## config.mk

```make
export PLATFORM = sky130hd
export DESIGN_NAME = osa_top
export DESIGN_NICKNAME = d
export VERILOG_FILES = /design/src/logic/osa_pkg.sv /design/src/logic/osa_filter.sv /design/src/logic/osa_top.sv
export SDC_FILE = /design/constraint.sdc
export NUM_CORES = 1
export LEC_CHECK = 0
export ABC_AREA = 1
export CAP_MARGIN = 10
export CORE_ASPECT_RATIO = 1.75
export CORE_MARGIN = 2
export CORE_UTILIZATION = 33
export CTS_CLUSTER_DIAMETER = 200
export DETAILED_ROUTE_END_ITERATION = 6
export DONT_BUFFER_PORTS = 1
export GPL_ROUTABILITY_DRIVEN = 0
export SYNTH_ARGS = -nofsm -noshare
export SYNTH_HDL_FRONTEND = slang
export SYNTH_HIERARCHICAL = 1
export SYNTH_SLANG_ARGS = --single-unit
```

## constraint.sdc

```tcl
create_clock -name clock_in -period 3.7 [get_ports clock_in]
set_input_delay 0.74 -clock clock_in [delete_from_list [all_inputs] [get_ports clock_in]]
set_output_delay 0.74 -clock clock_in [all_outputs]
set_load 0.02 [all_outputs]
```

## src/logic/osa_pkg.sv

```systemverilog
// package for the output signal allocator: constants, layouts, types
package osa_pkg;
	// number of routed status signals and sequence output pairs
	localparam int OSA_NUM_SIGNALS = 9;
	localparam int OSA_NUM_PAIRS = 3;
	localparam int OSA_ROUTE_BITS = 2;
	// routing field values: 0 unrouted, 1..3 select a pair
	localparam logic [1:0] OSA_ROUTE_NONE = 2'h0;
	// status signal positions inside the status vector
	localparam int OSA_SIG_POSITION_DONE = 0;
	localparam int OSA_SIG_SPEED_MATCH = 1;
	localparam int OSA_SIG_ROTATION = 2;
	localparam int OSA_SIG_SERVO_READY = 3;
	localparam int OSA_SIG_TORQUE_LIMIT = 4;
	localparam int OSA_SIG_SPEED_LIMIT = 5;
	localparam int OSA_SIG_BRAKE_RELEASE = 6;
	localparam int OSA_SIG_WARNING = 7;
	localparam int OSA_SIG_NEAR_POSITION = 8;
	// register offsets
	localparam logic [3:0] OSA_ADDR_ROUTE_A = 4'h0;
	localparam logic [3:0] OSA_ADDR_ROUTE_B = 4'h1;
	localparam logic [3:0] OSA_ADDR_ROUTE_C = 4'h2;
	localparam logic [3:0] OSA_ADDR_INVERT = 4'h3;
	localparam logic [3:0] OSA_ADDR_PAIRS = 4'h4;
	localparam logic [3:0] OSA_ADDR_IRQ_STATUS = 4'h5;
	localparam logic [3:0] OSA_ADDR_IRQ_ENABLE = 4'h6;
	localparam logic [3:0] OSA_ADDR_IRQ_CLEAR = 4'h7;
	// values after reset
	localparam logic [7:0] OSA_ROUTE_A_RESET = 8'h00;
	localparam logic [7:0] OSA_ROUTE_B_RESET = 8'h00;
	localparam logic [1:0] OSA_ROUTE_C_RESET = 2'h0;
	localparam logic [2:0] OSA_INVERT_RESET = 3'h0;
	// interrupt bit positions
	localparam int OSA_IRQ_MONITOR_CHANGE = 0;
	localparam int OSA_IRQ_BITS = 4;
	// safety monitor timing: 20 ms longest delay at 100 MHz
	localparam int OSA_CLOCK_MHZ = 100;
	localparam int OSA_MONITOR_DELAY_MS = 20;
	localparam int OSA_MONITOR_DELAY_CYCLES = OSA_MONITOR_DELAY_MS * 1000 * OSA_CLOCK_MHZ;
	// debounce used on base-block channels, well below the longest delay
	localparam int OSA_FILTER_CYCLES = 1000;
	// register bus request
	typedef struct packed {
		logic [3:0] addr;
		logic [7:0] wdata;
		logic write;
		logic read;
	} osa_bus_req_type;
	// quadrature pulse output set
	typedef struct packed {
		logic phase_a;
		logic phase_b;
		logic origin;
	} osa_pulse_type;
endpackage : osa_pkg

```

## src/logic/osa_filter.sv

```systemverilog
// one base-block channel: synchroniser and stability filter
`timescale 1ns/1ns
module osa_filter #(
	parameter int FILTER_CYCLES = 1000
) (
	// clock and reset
	input wire logic clock_in,
	input wire logic reset_in,
	// raw pin and filtered level
	input wire logic pin_in,
	output logic level_out
);
	localparam int CW = $clog2(FILTER_CYCLES + 1);
	logic sync1_reg; // first stage, read only by second
	logic sync2_reg;
	logic [CW-1:0] count_reg;
	logic level_reg;
	wire differs = sync2_reg != level_reg;
	wire expired = count_reg == CW'(FILTER_CYCLES - 1);
	// double flop the pin
	always_ff @(posedge clock_in or posedge reset_in) begin
		if (reset_in) begin
			sync1_reg <= 1'b0;
			sync2_reg <= 1'b0;
		end else begin
			sync1_reg <= pin_in;
			sync2_reg <= sync1_reg;
		end
	end
	// accept a new level only after it held steady, so glitches never reach the monitor
	always_ff @(posedge clock_in or posedge reset_in) begin
		if (reset_in) begin
			count_reg <= '0;
			level_reg <= 1'b0;
		end else if (!differs) begin
			count_reg <= '0;
		end else if (expired) begin
			count_reg <= '0;
			level_reg <= sync2_reg;
		end else begin
			count_reg <= count_reg + 1'b1;
		end
	end
	assign level_out = level_reg;
endmodule : osa_filter

```

## src/logic/osa_top.sv

```systemverilog
// output signal allocator: routing, polarity, safety monitor, pulse output
//
// Overview of operation
// field value 1..3 picks pair, 0 unrouted
// per-pair inversion flips driven pair level
// inversion settings reset to non-inverted
// monitor on when both channels healthy
// monitor off when any channel unhealthy
// monitor follows channel change within 20 ms
// encoder data becomes quadrature plus origin, differential
// several signals on one pair are ORed
// status not valid in mode counts inactive
//
// register map, eight bit registers
// 0 routing: ready, rotation, speed match, position done
// 1 routing: warning, brake, speed limit, torque limit
// 2 routing: near position
// 3 pair inversion, one bit per pair
// 4 read only: channel health and pair levels
// 5 read only: sticky events, monitor then pairs
// 6 event enable, same layout as the events
// 7 write one to clear events
//
// Local design decisions: the address map and the address-and-strobe port.
`timescale 1ns/1ns
module osa_top #(
	parameter int FILTER_CYCLES = osa_pkg::OSA_FILTER_CYCLES
) (
	// clock and reset
	input wire logic clock_in,
	input wire logic reset_in,
	// register port
	input wire osa_pkg::osa_bus_req_type bus_in,
	output logic [7:0] rdata_out,
	output logic irq_out,
	// internal status signals and their validity in the current mode
	input wire logic [osa_pkg::OSA_NUM_SIGNALS-1:0] status_in,
	input wire logic [osa_pkg::OSA_NUM_SIGNALS-1:0] status_valid_in,
	// hardware base-block channels, high while healthy
	input wire logic base_block_ch1_in,
	input wire logic base_block_ch2_in,
	// encoder position, phase counts from serial decoder
	input wire logic [15:0] encoder_position_in,
	input wire logic encoder_strobe_in,
	input wire logic [15:0] origin_position_in,
	// sequence output pairs
	output logic [osa_pkg::OSA_NUM_PAIRS-1:0] pair_out,
	// safety monitor
	output logic safety_monitor_out,
	// differential pulse outputs
	output osa_pkg::osa_pulse_type pulse_pos_out,
	output osa_pkg::osa_pulse_type pulse_neg_out
);
	import osa_pkg::*;

	logic [7:0] route_a_reg; // four fields: position, speed match, rotation, ready
	logic [7:0] route_b_reg; // four fields: torque, speed limit, brake, warning
	logic [1:0] route_c_reg; // near position field
	logic [2:0] invert_reg; // output_inversion_settings
	logic [2:0] pair_reg;
	logic [7:0] rdata_reg;
	logic [OSA_IRQ_BITS-1:0] irq_status_reg;
	logic [OSA_IRQ_BITS-1:0] irq_enable_reg;
	logic irq_reg;
	logic monitor_reg;
	logic [15:0] last_pos_reg;
	logic [1:0] quad_reg; // gray step state
	logic origin_reg;
	logic ch1_ok;
	logic ch2_ok;

	// bus decode
	wire wr_route_a = bus_in.write && bus_in.addr == OSA_ADDR_ROUTE_A;
	wire wr_route_b = bus_in.write && bus_in.addr == OSA_ADDR_ROUTE_B;
	wire wr_route_c = bus_in.write && bus_in.addr == OSA_ADDR_ROUTE_C;
	wire wr_invert = bus_in.write && bus_in.addr == OSA_ADDR_INVERT;
	wire wr_enable = bus_in.write && bus_in.addr == OSA_ADDR_IRQ_ENABLE;
	wire wr_clear = bus_in.write && bus_in.addr == OSA_ADDR_IRQ_CLEAR;

	// per-signal routing fields gathered into one vector
	wire [OSA_NUM_SIGNALS*OSA_ROUTE_BITS-1:0] fields = {route_c_reg, route_b_reg, route_a_reg};

	// masked status: signals not detected in this mode read as inactive
	wire [OSA_NUM_SIGNALS-1:0] active = status_in & status_valid_in;

	// OR of every signal routed to each pair
	logic [OSA_NUM_PAIRS-1:0] pair_or;
	always_comb begin
		pair_or = '0;
		for (int s = 0; s < OSA_NUM_SIGNALS; s++) begin
			for (int p = 0; p < OSA_NUM_PAIRS; p++) begin
				// value 0 matches no pair, so the signal stays unrouted
				if (fields[s*OSA_ROUTE_BITS +: OSA_ROUTE_BITS] == 2'(p + 1) && active[s]) begin
					pair_or[p] = 1'b1;
				end
			end
		end
	end
	wire [2:0] pair_next = pair_or ^ invert_reg;

	// filtered base-block channels; filter far shorter than the 20 ms bound
	osa_filter #(
		.FILTER_CYCLES(FILTER_CYCLES)
	) u_filter_ch1 (
		.clock_in(clock_in),
		.reset_in(reset_in),
		.pin_in(base_block_ch1_in),
		.level_out(ch1_ok)
	);
	osa_filter #(
		.FILTER_CYCLES(FILTER_CYCLES)
	) u_filter_ch2 (
		.clock_in(clock_in),
		.reset_in(reset_in),
		.pin_in(base_block_ch2_in),
		.level_out(ch2_ok)
	);
	// the monitor is on only while both filtered channels report healthy;
	// one channel dropping is enough to turn it off
	wire monitor_next = ch1_ok && ch2_ok;
	wire monitor_change = monitor_next != monitor_reg;

	// read mux; unmapped and write-only addresses read zero
	logic [7:0] rdata_next;
	always_comb begin
		case (bus_in.addr)
			OSA_ADDR_ROUTE_A: rdata_next = route_a_reg;
			OSA_ADDR_ROUTE_B: rdata_next = route_b_reg;
			OSA_ADDR_ROUTE_C: rdata_next = {6'h00, route_c_reg};
			OSA_ADDR_INVERT: rdata_next = {5'h00, invert_reg};
			OSA_ADDR_PAIRS: rdata_next = {3'h0, ch2_ok, ch1_ok, pair_reg};
			OSA_ADDR_IRQ_STATUS: rdata_next = {4'h0, irq_status_reg};
			OSA_ADDR_IRQ_ENABLE: rdata_next = {4'h0, irq_enable_reg};
			default: rdata_next = 8'h00;
		endcase
		// read data is zero outside the cycle after a read
		if (!bus_in.read) begin
			rdata_next = 8'h00;
		end
	end

	// events: bit 0 a monitor change, bits 1 to 3 a level change on pair 0 to 2
	// each pair has its own bit so software can tell which output moved
	wire [OSA_NUM_PAIRS-1:0] pair_change = pair_next ^ pair_reg;
	wire [OSA_IRQ_BITS-1:0] events = {pair_change, monitor_change};
	// set wins over a clear in the same cycle
	wire [OSA_IRQ_BITS-1:0] irq_status_next =
		(irq_status_reg & ~(wr_clear ? bus_in.wdata[OSA_IRQ_BITS-1:0] : '0)) | events;

	// configuration registers
	always_ff @(posedge clock_in or posedge reset_in) begin
		if (reset_in) begin
			route_a_reg <= OSA_ROUTE_A_RESET;
			route_b_reg <= OSA_ROUTE_B_RESET;
			route_c_reg <= OSA_ROUTE_C_RESET;
			invert_reg <= OSA_INVERT_RESET;
			irq_enable_reg <= '0;
		end else begin
			// upper bits of the narrow registers are dropped, they read back zero
			if (wr_route_a) begin
				route_a_reg <= bus_in.wdata;
			end
			if (wr_route_b) begin
				route_b_reg <= bus_in.wdata;
			end
			if (wr_route_c) begin
				route_c_reg <= bus_in.wdata[1:0];
			end
			if (wr_invert) begin
				invert_reg <= bus_in.wdata[2:0];
			end
			if (wr_enable) begin
				irq_enable_reg <= bus_in.wdata[OSA_IRQ_BITS-1:0];
			end
		end
	end

	// outputs, status and read data
	always_ff @(posedge clock_in or posedge reset_in) begin
		if (reset_in) begin
			pair_reg <= 3'h0;
			monitor_reg <= 1'b0;
			rdata_reg <= 8'h00;
			irq_status_reg <= '0;
			irq_reg <= 1'b0;
		end else begin
			pair_reg <= pair_next;
			monitor_reg <= monitor_next;
			rdata_reg <= rdata_next;
			irq_status_reg <= irq_status_next;
			irq_reg <= |(irq_status_next & irq_enable_reg);
		end
	end

	// pulse path: each position step advances the gray quadrature state
	wire step_up = encoder_strobe_in && (encoder_position_in == last_pos_reg + 16'h0001);
	wire step_dn = encoder_strobe_in && (encoder_position_in == last_pos_reg - 16'h0001);
	// limitation: jumps larger than one count per strobe produce no pulses
	always_ff @(posedge clock_in or posedge reset_in) begin
		if (reset_in) begin
			last_pos_reg <= 16'h0000;
			quad_reg <= 2'h0;
			origin_reg <= 1'b0;
		end else begin
			// every strobe refreshes the reference and the origin flag
			if (encoder_strobe_in) begin
				last_pos_reg <= encoder_position_in;
				origin_reg <= encoder_position_in == origin_position_in;
			end
			// forward walks 00 01 11 10, backward walks the same ring the other way
			if (step_up) begin
				quad_reg <= {quad_reg[0], ~quad_reg[1]};
			end else if (step_dn) begin
				quad_reg <= {~quad_reg[0], quad_reg[1]};
			end
		end
	end

	// drive outputs straight from flops; negative leg is complement
	assign pair_out = pair_reg;
	assign safety_monitor_out = monitor_reg;
	assign rdata_out = rdata_reg;
	assign irq_out = irq_reg;
	assign pulse_pos_out = '{phase_a: quad_reg[1], phase_b: quad_reg[0], origin: origin_reg};
	assign pulse_neg_out = '{phase_a: ~quad_reg[1], phase_b: ~quad_reg[0], origin: ~origin_reg};
endmodule : osa_top

```

======== Word-level counts from Yosys, hierarchy flattened ========
Index checks and enable logic that the tools add are counted.
operators by class
  $mul .................................... 0
  shift-type cells ........................ 0
  reductions and logical operators ........ 41
  div/mod/pow operators ................... 0
  eq/ne operators ......................... 42
  bitwise gates (word level) .............. 10
  add/sub/neg operators ................... 4
  muxes and demuxes ....................... 36
  order comparisons ....................... 0
operators with widths
  kind                                                 number
  one-hot mux 8 bit (7 select lines)                   1
  == test 16 bit                                       3
  2-to-1 mux 10 bit                                    4
  == test 2 bit (second input constant)                18
  logical AND 1 bit                                    36
  2-to-1 mux 1 bit                                     27
  adder 10 x 1 -> 10 bit (second input constant)       2
  == test 10 bit (second input constant)               2
  == test 2 x 1 -> 1 bit (second input constant)       9
  adder 16 x 1 -> 16 bit (second input constant)       1
  == test 4 x 3 -> 1 bit (second input constant)       4
  subtractor 16 x 1 -> 16 bit (second input constant)  1
  bitwise AND 9 bit                                    1
  bitwise AND 4 bit                                    2
  == test 4 x 2 -> 1 bit (second input constant)       2
  2-to-1 mux 8 bit                                     1
  XOR 3 bit                                            2
  == test 4 x 1 -> 1 bit (second input constant)       1
  logical NOT 4 bit                                    1
  2-to-1 mux 2 bit                                     2
  2-to-1 mux 4 bit                                     1
  inverter 4 bit                                       1
  OR 4 bit                                             1
  AND reduction 2 bit                                  2
  4 further kinds                                      8
word-level totals
  output and inout port bits .............. 19
  bits in read-only memories .............. 0
  bits in registers ....................... 87
  logic and storage cells ................. 154
  memory bits (writable) .................. 0
  input port bits ......................... 69
  memories ................................ 0
  bits in latches ......................... 0

======== Logic depth before layout (Yosys ltp) ========
Gate-level depths: netlist of run 1.
  depth in word-level cells ............... 16
  mapped depth ............................ 15

======== Hierarchy ========
The synthesis of run 1 kept the hierarchy.
by module, submodules not included
  module      times used  sequential area each (µm²)  area each (µm²)  cells each
  osa_top     1           1526.5                      4581.9           705
  osa_filter  2           325.3                       615.6            65

======== Worst setup path after synthesis of run 1 ========
Ideal clock, no wire load.
  path type ............................... input to register
  start point ............................. in encoder_strobe_in
  end point ............................... reg quad_reg[1]
  path slack .............................. 1815 ps
  arrival time ............................ 1768 ps
  library setup time ...................... 117 ps
  cell stages on the path ................. 12
  buffers on the path ..................... 1
  data required time ...................... 3583 ps
  cell sequence ........................... clkbuf_1 -> nand2_1 -> nor2_1 -> nand2_1 -> inv_1 -> nand2_1 -> nor2_1 -> nand2_1 -> nor3_2 -> nand2_1 -> nand2_1 -> nand2_1
on the way
  cells in the longest elaborated chain, start to end .. 2
  elaborated cells between the ends (all ways) .. 4
  those cells by class .................... mux (1); reduce/logical (3)
ends and longest elaborated chain
  what                                                    line                            source
  start, declared                                         osa_top.sv:44                   input wire logic encoder_strobe_in,
  logical AND 1 bit, on equally long branches             osa_top.sv:196, osa_top.sv:197
  2-to-1 mux 2 bit or nonzero test 2 bit (tied branches)  n/a
  end signal, assigned                                    osa_top.sv:212                  quad_reg <= {quad_reg[0], ~quad_reg[1]};
  end signal, assigned                                    osa_top.sv:214                  quad_reg <= {~quad_reg[0], quad_reg[1]};
  end, declared                                           osa_top.sv:67                   logic [1:0] quad_reg;
Parallel ways exist; a longest one is shown, timed or not.
A chain may end at the register's enable or synchronous reset.

======== Worst setup path in the final report of run 1 ========
  start point ............................. reg last_pos_reg[0]
  end point ............................... reg quad_reg[1]
on the way
  cells in the longest elaborated chain, start to end .. 4
  elaborated cells between the ends (all ways) .. 8
  those cells by class .................... add/sub (2); eq/ne (2); mux (1); reduce/logical (3)
ends and longest elaborated chain
  what                                                                   line                            source
  start, declared                                                        osa_top.sv:66                   logic [15:0] last_pos_reg;
  start signal, assigned                                                 osa_top.sv:207                  last_pos_reg <= encoder_position_in;
  adder 16 x 1 -> 16 bit or subtractor 16 x 1 -> 16 bit (tied branches)  osa_top.sv:196, osa_top.sv:197
  == test 16 bit, on equally long branches                               osa_top.sv:196, osa_top.sv:197
  logical AND 1 bit, on equally long branches                            osa_top.sv:196, osa_top.sv:197
  2-to-1 mux 2 bit or nonzero test 2 bit (tied branches)                 n/a
Parallel ways exist; a longest one is shown, timed or not.

==> results of run 1 <==
==> metrics by stage <==
| step | hold WS (ns) | worst slack [ns] | total power (uW) |
|---|---|---|---|
| floorplan | 0.331 | 1.45 | 1590 |
| global placement | 0.340 | 1.48 | 1730 |
| global route | 0.360 | 1.33 | 2750 |
| CTS | 0.328 | 1.55 | 2620 |
| finish | 0.319 | 1.53 | 2590 |
| detailed placement | 0.344 | 1.48 | 1730 |
==> area by class of cell <==
type                    count  area share, %
repair buffers              1          0.119
inverters                 127           7.56
flip-flops and latches     87           34.5
multi-input cells         607           48.7
well taps                 231           4.59
clock buffers              11           3.85
clock inverters             5          0.655
==> logic make-up after synthesis <==
kind of cell	after synthesis	share of synthesized area (%)
flops	87	37.5
fa+ha+maj	4	0.861
mux	1	0.194
xor+xnor	40	6.03
compound gates	88	8.42
simple gates	474	37.3
buf+inv	141	9.75
==> worst max path at each step <==
| stage | from | end | slack [ns] |
|---|---|---|---|
| 2_1_floorplan | reset_in | invert_reg[0] | 1.45 |
| 3_3_place_gp | bus_in[13] | route_b_reg[2] | 1.48 |
| 3_5_place_dp | bus_in[13] | route_b_reg[2] | 1.48 |
| 4_1_cts | last_pos_reg[0] | quad_reg[1] | 1.55 |
| 5_1_grt | last_pos_reg[0] | quad_reg[1] | 1.33 |
| 6_report | last_pos_reg[0] | quad_reg[1] | 1.53 |
==> worst reg2reg max path, stage by stage, from the launching register on <==
cell and delay [ns]:
dfrtp_1 0.43, inv_1 0.15, ha_1 0.28, inv_1 0.06, nand2_1 0.08, nand2_1 0.05
nand2_1 0.05, nand2_1 0.07, nor2_1 0.24, nand3_1 0.12, nor2_1 0.15, nand4_1 0.14
nand2_1 0.08, nand2_1 0.05, nand2_1 0.05, nand2_1 0.04
==> cell usage in the layout (no fill, tap or decap), types with 2 or more instances in the layout <==
cell type   count
nand2_1       236
inv_1         122
dfrtp_1        87
nand3_1        86
nor2_1         70
o21ai_0        53
xor2_1         28
nor3_1         26
nand4_1        16
nor2_2         13
xnor2_1        12
o22ai_1        10
a21oi_1        10
clkbuf_16       9
nor2_4          8
inv_2           5
ha_1            4
or2_2           3
nor3_2          3
nand2_4         3
o21ai_1         3
nand3b_1        2
nand2_2         2
o221ai_1        2
clkinvlp_4      2
clkinv_4        2
nand3_2         2
nand3_4         2
a21oi_2         2
o21bai_1        2
==> cells in the mapped netlist <==
library cell,n
o22ai_1,10
mux2_2,1
a211oi_1,1
a21boi_0,1
buf_4,1
o21ai_1,3
a311oi_1,1
nor2_2,13
inv_2,4
a21oi_2,2
ha_1,4
nand3_1,86
nor4_1,1
a31oi_1,1
nand3b_1,2
nand3_2,2
xor2_1,28
o21bai_1,2
nor2_4,8
nor3_1,26
buf_2,3
o21ai_0,53
nor3_2,3
nand2_2,2
dfrtp_1,87
nor2_1,70
o221ai_1,2
nand2_1,236
nand2_4,3
inv_1,123
o211ai_1,1
nor3_4,1
a21oi_1,10
xnor2_1,12
nand3_4,2
o2111ai_1,1
buf_6,4
nand4_1,16
or2_2,3
clkbuf_1,6
==> power by group through the flow <==
| stage | Combinational, uW | Sequential, uW | Clock (uW) |
|---|---|---|---|
| 2_1_floorplan | 424 | 1160 | 0 |
| 3_3_place_gp | 515 | 1210 | 0 |
| 3_5_place_dp | 519 | 1210 | 0 |
| 4_1_cts | 522 | 1200 | 904 |
| 5_1_grt | 598 | 1210 | 938 |
| 6_report | 519 | 1200 | 872 |
==> layer usage <==
layer | vias to the layer above | wire [um]
met1 | 2507 | 6000
li1 | 2653 | -
met3 | 48 | 863
met4 | 0 | 957
met2 | 134 | 9150
met5 | - | 0
==> flow_summary.rst, run 1 <==
.. list-table::
   :header-rows: 1

   * - Metric
     - Value
   * - Antenna Nets Post-Route
     - 0
   * - Slew at the pin with the worst max-slew slack
     - 0.942 ns
   * - Overall die width
     - 104 um
   * - Cells traversed along the worst timing path
     - inv_1 -> ha_1 -> inv_1 -> nand2_1 -> nand2_1 -> nand2_1 -> nand2_1 -> nor2_1 -> nand3_1 -> nor2_1 -> nand4_1 -> nand2_1 -> nand2_1 -> nand2_1 -> nand2_1
   * - Reg-to-reg slack, setup
     - 1.53 ns
   * - Result of the run
     - completed
   * - DRC violation total after the first TritonRoute iteration
     - 298
   * - Met3 demand-to-capacity share in global routing
     - 3.73%
   * - Instance area after placement
     - 6020 um^2
   * - Category of the critical setup timing path
     - flip-flop to flip-flop
   * - CTS-repair resized insts
     - 0
   * - Post-Syn Instances
     - 835
   * - Overall die area
     - 18700 um^2
   * - Count of hold-fix buffers inserted at cts
     - 0
   * - Cell taking the most area after synthesis
     - dfrtp_1
   * - Clock latency on the worst-skew pair
     - 0.34 ns
   * - Number of standard cells in the layout, taps in and fillers out
     - 1069
   * - Remaining max-slew budget at the tightest pin
     - 37.1%
   * - Number of vias per cell
     - 5.00
   * - Global-route wire length before repair
     - 27400 um
   * - Worst Skew
     - 0.00905 ns
   * - Setup crit end kind
     - flip-flop
   * - Placed cell count
     - 1053
   * - Sequential share of power
     - 46.2%
   * - Share of Yosys cell area claimed by the top area cell type
     - 37.5%
   * - Global Route Usage Sum
     - 18.5%
   * - Congestion Overflow GR
     - 0
   * - Final instance area
     - 6300 um^2
   * - Final number of max-transition violations
     - 0
   * - Number of distinct library cells after synthesis
     - 40
   * - Area taken by multi-input logic gates
     - 3070 um^2
   * - P_int
     - 1700 uW
   * - Routing usage on met2
     - 35.0%
   * - Setup-violating endpoint count in the final report
     - 0
   * - Signed area change from the synthesized netlist to the final layout
     - 8.44%
   * - Period Utilization, post-route
     - 58.6%
   * - Number of antenna violations at the first check in global routing
     - 0
   * - Netlist area before placement
     - 5810 um^2
   * - Worst path top cell family by delay
     - simple AND/OR/NAND/NOR gates
   * - Clock-pin slew on the worst setup and hold paths
     - 0.07 ns
   * - FMAX
     - 462 MHz
   * - Max IR drop VDD
     - 0.221 mV
   * - Part of the total power dissipated in the clock network
     - 33.7%
   * - Critical path arrival
     - 2.39 ns
   * - Syn Area/Cell
     - 6.96 um^2
   * - Static Leakage
     - 0.00305 uW
   * - Number of global-route vias before repair
     - 5390
   * - Clock tree from TritonCTS
     - yes
   * - Instance count on the critical path
     - 15
   * - Initial core utilization
     - 33.5%
   * - Clk sinks
     - 87
   * - Number of iterations in the first detailed-routing pass
     - 4
   * - Depth of the worst register-to-register path
     - 15
   * - Cell with the most instances on the worst path
     - nand2_1
   * - Number of warning messages in the yosys log
     - 6
   * - Critical path buffer and inverter count
     - 2
   * - Cell at the slowest stage of the critical path
     - dfrtp_1
   * - Filler cells
     - 1893
   * - H-tree levels
     - 3
   * - Flip-flop count of the largest register, all copies and words added
     - 16
   * - Switching power summed over all nets
     - 884 uW
   * - Count of state elements after synthesis
     - 87
   * - Min Clock Period, post-route
     - 2.17 ns
   * - Post-CTS setup repair buffer count
     - 0
   * - DR WL/cell
     - 15.9 um
   * - Crit Reg-Reg Endpoint
     - quad_reg[1]
   * - Maximum root-to-sink buffer count
     - 2
   * - Post-synthesis sequential area ratio
     - 37.5%
   * - Net count of the mapped netlist
     - 908
   * - Min-delay worst type
     - input port to async pin
   * - Number of placement rows
     - 64
   * - Via Count
     - 5342
   * - Fraction of power consumed by combinational cells
     - 20.1%
   * - Quantity of I/O buffers inserted on ports
     - 0
   * - Estimated wirelength of the detail-placed design
     - 14100 um
   * - Layout net count
     - 906
   * - Net Sw Frac
     - 34.2%
   * - Antenna diode count
     - 0
   * - Detailed-route wire length
     - 17000 um
   * - Total clock buffers created by CTS
     - 9
   * - Drt drc
     - 0
   * - GR met1 Demand/Resource
     - 18.3%
   * - Maximum number of pins on one net before global-route repair
     - 44
   * - Max-cap viol count
     - 0
   * - Footprint of the flip-flops and latches
     - 2180 um^2
   * - Most utilized layer in the global route result
     - met2
   * - Maximum cell stage delay along the critical path
     - 0.43 ns
   * - Required time worst endpoint
     - 3.93 ns
   * - Share of layout cells above drive strength 1
     - 7.28%
   * - Final count of hold timing violations
     - 0
   * - Area of the core
     - 17400 um^2
   * - Final sum of negative setup slack
     - 0 ns
   * - Cell Pwr Density
     - 411 nW/um^2
   * - Top cells by area, synth
     - dfrtp_1, nand2_1, inv_1, nand3_1, o21ai_0
   * - Die Span Y
     - 180 um
   * - Final Util
     - 36.3%
   * - Cell at the root of the clock tree
     - clkbuf_16
   * - Critical register-to-register path startpoint
     - last_pos_reg[0]
   * - Boundary Pins
     - 88
   * - Element type at the critical path start
     - flip-flop
   * - CP max FO
     - 6
   * - Setup repair after global routing missed its margin
     - no
Note: power is estimated with default switching activity, not from simulation.
==> run 2, diff against run 1 <==
clock period = 1.9 ns   (was 3.7 ns; I/O delays follow)
==> flow_summary.rst, run 2 (synthesized netlist as in run 1, its figures left out) <==
.. list-table::
   :header-rows: 1

   * - Metric
     - Value
   * - Number of antenna violations at the first check in global routing
     - 0 (unchanged)
   * - Top routing layer used
     - met4
   * - Global Route Usage Sum
     - 18.8% (+0.23 points)
   * - Overall die area
     - 18700 um^2 (unchanged)
   * - Total clock buffers created by CTS
     - 9 (unchanged)
   * - Most frequent standard cell in the layout excluding fill and tap cells
     - nand2_1
   * - Detailed-route wire length
     - 17500 um (+3.3%)
   * - Flip-flop count of the largest register, all copies and words added
     - 16 (unchanged)
   * - Critical path arrival
     - 2.19 ns (-0.20 ns)
   * - Element type at the critical path start
     - flip-flop
   * - Antenna Nets Post-Route
     - 0 (unchanged)
   * - Final number of max-transition violations
     - 0 (unchanged)
   * - Static Leakage
     - 0.00336 uW (+10%)
   * - Cell Pwr Density
     - 777 nW/um^2 (+89%)
   * - Worst Skew
     - 0.00393 ns (-0.00512 ns)
   * - Setup repair after global routing missed its margin
     - yes
   * - Quantity of I/O buffers inserted on ports
     - 0 (unchanged)
   * - Number of standard cells in the layout, taps in and fillers out
     - 1124 (+5.1%)
   * - Initial core utilization
     - 33.5% (unchanged)
   * - Max-cap viol count
     - 0 (unchanged)
   * - CP max FO
     - 4 (-2)
   * - Remaining max-slew budget at the tightest pin
     - 63.9% (+27 points)
   * - Boundary Pins
     - 88 (unchanged)
   * - DRC violation total after the first TritonRoute iteration
     - 314 (+5.4%)
   * - Antenna diode count
     - 0 (unchanged)
   * - Required time worst endpoint
     - 2.13 ns (-1.80 ns)
   * - Area taken by multi-input logic gates
     - 3230 um^2 (+5.2%)
   * - FMAX
     - 512 MHz (+11%)
   * - Total met2 wirelength after detailed routing
     - 9410 um (+2.8%)
   * - Drt drc
     - 0 (unchanged)
   * - Period Utilization, post-route
     - 103% (+44 points)
   * - Met3 routed wirelength
     - 976 um (+13%)
   * - Die Span Y
     - 180 um (unchanged)
   * - Via Count
     - 5512 (+3.2%)
   * - Worst setup margin
     - -0.0538 ns (-1.59 ns)
   * - Max IR drop VDD
     - 0.413 mV (+87%)
   * - Area of the core
     - 17400 um^2 (unchanged)
   * - Layout net count
     - 962 (+6.2%)
   * - Slew at the pin with the worst max-slew slack
     - 0.540 ns (-0.402 ns)
   * - Clock latency on the worst-skew pair
     - 0.34 ns (about the same)
   * - Result of the run
     - finished, violations left
   * - Setup crit end kind
     - flip-flop
   * - Setup-violating endpoint count in the final report
     - 2 (+2)
   * - Clock tree from TritonCTS
     - yes
   * - Cell at the root of the clock tree
     - clkbuf_16
   * - Number of iterations in the first detailed-routing pass
     - 5 (+1)
   * - Number of global-route vias before repair
     - 5505 (+2.1%)
   * - Min Clock Period, post-route
     - 1.95 ns (-0.213 ns)
   * - Overall die width
     - 104 um (unchanged)
   * - Min-delay worst type
     - input port to flip-flop
   * - Category of the critical setup timing path
     - flip-flop to flip-flop
   * - Placed cell count
     - 1091 (+3.6%)
   * - Final count of hold timing violations
     - 0 (unchanged)
   * - Final Util
     - 39.9% (+3.7 points)
   * - Footprint of the flip-flops and latches
     - 2180 um^2 (+0.11%)
   * - Congestion Overflow GR
     - 0 (unchanged)
   * - Clk sinks
     - 87 (unchanged)
   * - Sum of routed wire segments on met1
     - 6100 um (+1.6%)
   * - Critical Path Source
     - last_pos_reg[3]
   * - Maximum number of pins on one net before global-route repair
     - 36 (-18%)
   * - Failing checks
     - negative setup slack
   * - Share of layout cells above drive strength 1
     - 16.8% (+9.5 points)
   * - Number of vias per cell
     - 4.90 (-1.9%)
   * - Estimated wirelength of the detail-placed design
     - 14200 um (+1.0%)
   * - Final sum of negative setup slack
     - -0.0712 ns (-0.0712 ns)
   * - Commonest cells after routing, fill and taps aside
     - nand2_1, inv_1, dfrtp_1
   * - Post-placement worst setup slack
     - -0.153 ns (-1.63 ns)
   * - Signed area change from the synthesized netlist to the final layout
     - 19.4%
   * - H-tree levels
     - 3 (unchanged)
   * - Maximum root-to-sink buffer count
     - 2 (unchanged)
   * - Number of placement rows
     - 64 (unchanged)
   * - Global-route wire length before repair
     - 27300 um (-0.20%)
   * - DR WL/cell
     - 15.6 um (-1.7%)
   * - Clock-pin slew on the worst setup and hold paths
     - 0.06 ns (about the same)
   * - Critical register-to-register path startpoint
     - last_pos_reg[3]
   * - Total power
     - 5390 uW (+110%)
   * - Filler cells
     - 1821 (-3.8%)
   * - Beginning of the worst hold path
     - base_block_ch2_in
run 2: cell types whose count changed in the layout (fill, tap and decap cells not counted), moves of 3 or more:
cell / previous run / this run
inv_1: 122 / 119
nand3_1: 86 / 82
nand2_2: 2 / 9
nand2_1: 236 / 227
buf_6: 0 / 4
nor2_4: 8 / 11
nor2_2: 13 / 20
buf_4: 1 / 51
nor2_1: 70 / 60
run 2: worst paths after layout:
check                                               to  slack (ns)  depth (start not counted)
worst max-delay path                       quad_reg[1]       -0.05                         14
worst min register to register  u_filter_ch2/sync2_reg        0.35                          0
max in group asynchronous              last_pos_reg[7]        0.78                          3
worst min-delay path            u_filter_ch2/sync1_reg        0.07                          0
worst max register to register             quad_reg[1]       -0.05                         14
min in group asynchronous            irq_enable_reg[2]        0.51                          2
run 2: final cells by class:
class                           instances  share of cell area (%)
Multi-Input combinational cell        607                    46.5
Sequential cell                        87                    31.4
Inverter                              127                    6.90
Timing Repair Buffer                   57                    6.60
Tap cell                              231                    4.16
Clock buffer                           11                    3.64
Clock inverter                          4                   0.775
run 2: per-layer routing:
layer / vias up / global-route usage (%)
li1: 2765 / -
met3: 56 / 4.42
met2: 173 / 35.7
met4: 0 / 11.7
met1: 2518 / 17.6
met5: - / 0
run 2: worst max-delay path, stage by stage (launching register included):
cell and delay (ns):
dfrtp_1 0.42, buf_4 0.15, nor2_2 0.12, buf_4 0.11, nand2_1 0.07, nor2_4 0.22, nand3_2 0.11, nand2_2 0.10
nand2_1 0.07, nor2_2 0.12, nand4_1 0.13, nand2_1 0.08, nand2_1 0.05, nand2_1 0.05, nand2_1 0.04
run 2: stage by stage:
stage	hold WS (ns)	cell area [um^2]
after global placement	0.265	6320
after floorplan	0.257	5810
after CTS	0.0536	6780
after detailed placement	0.265	6320
after global routing	0.0500	6940
final	0.0660	6940
run 2: repair_timing:
item,CTS,global route
cloned,0,0
endpoints found under the hold margin,40,0
setup endpoints to repair,2,2
setup buffers,9,8
resized for setup,17,32
hold buffers,1,0
pin swaps,13,22
run 2: report_power, final:
group / switching [uW] / total, uW / internal [uW]
sequential: 243 / 2300 / 2060
clock: 744 / 1830 / 1090
combinational: 784 / 1260 / 478
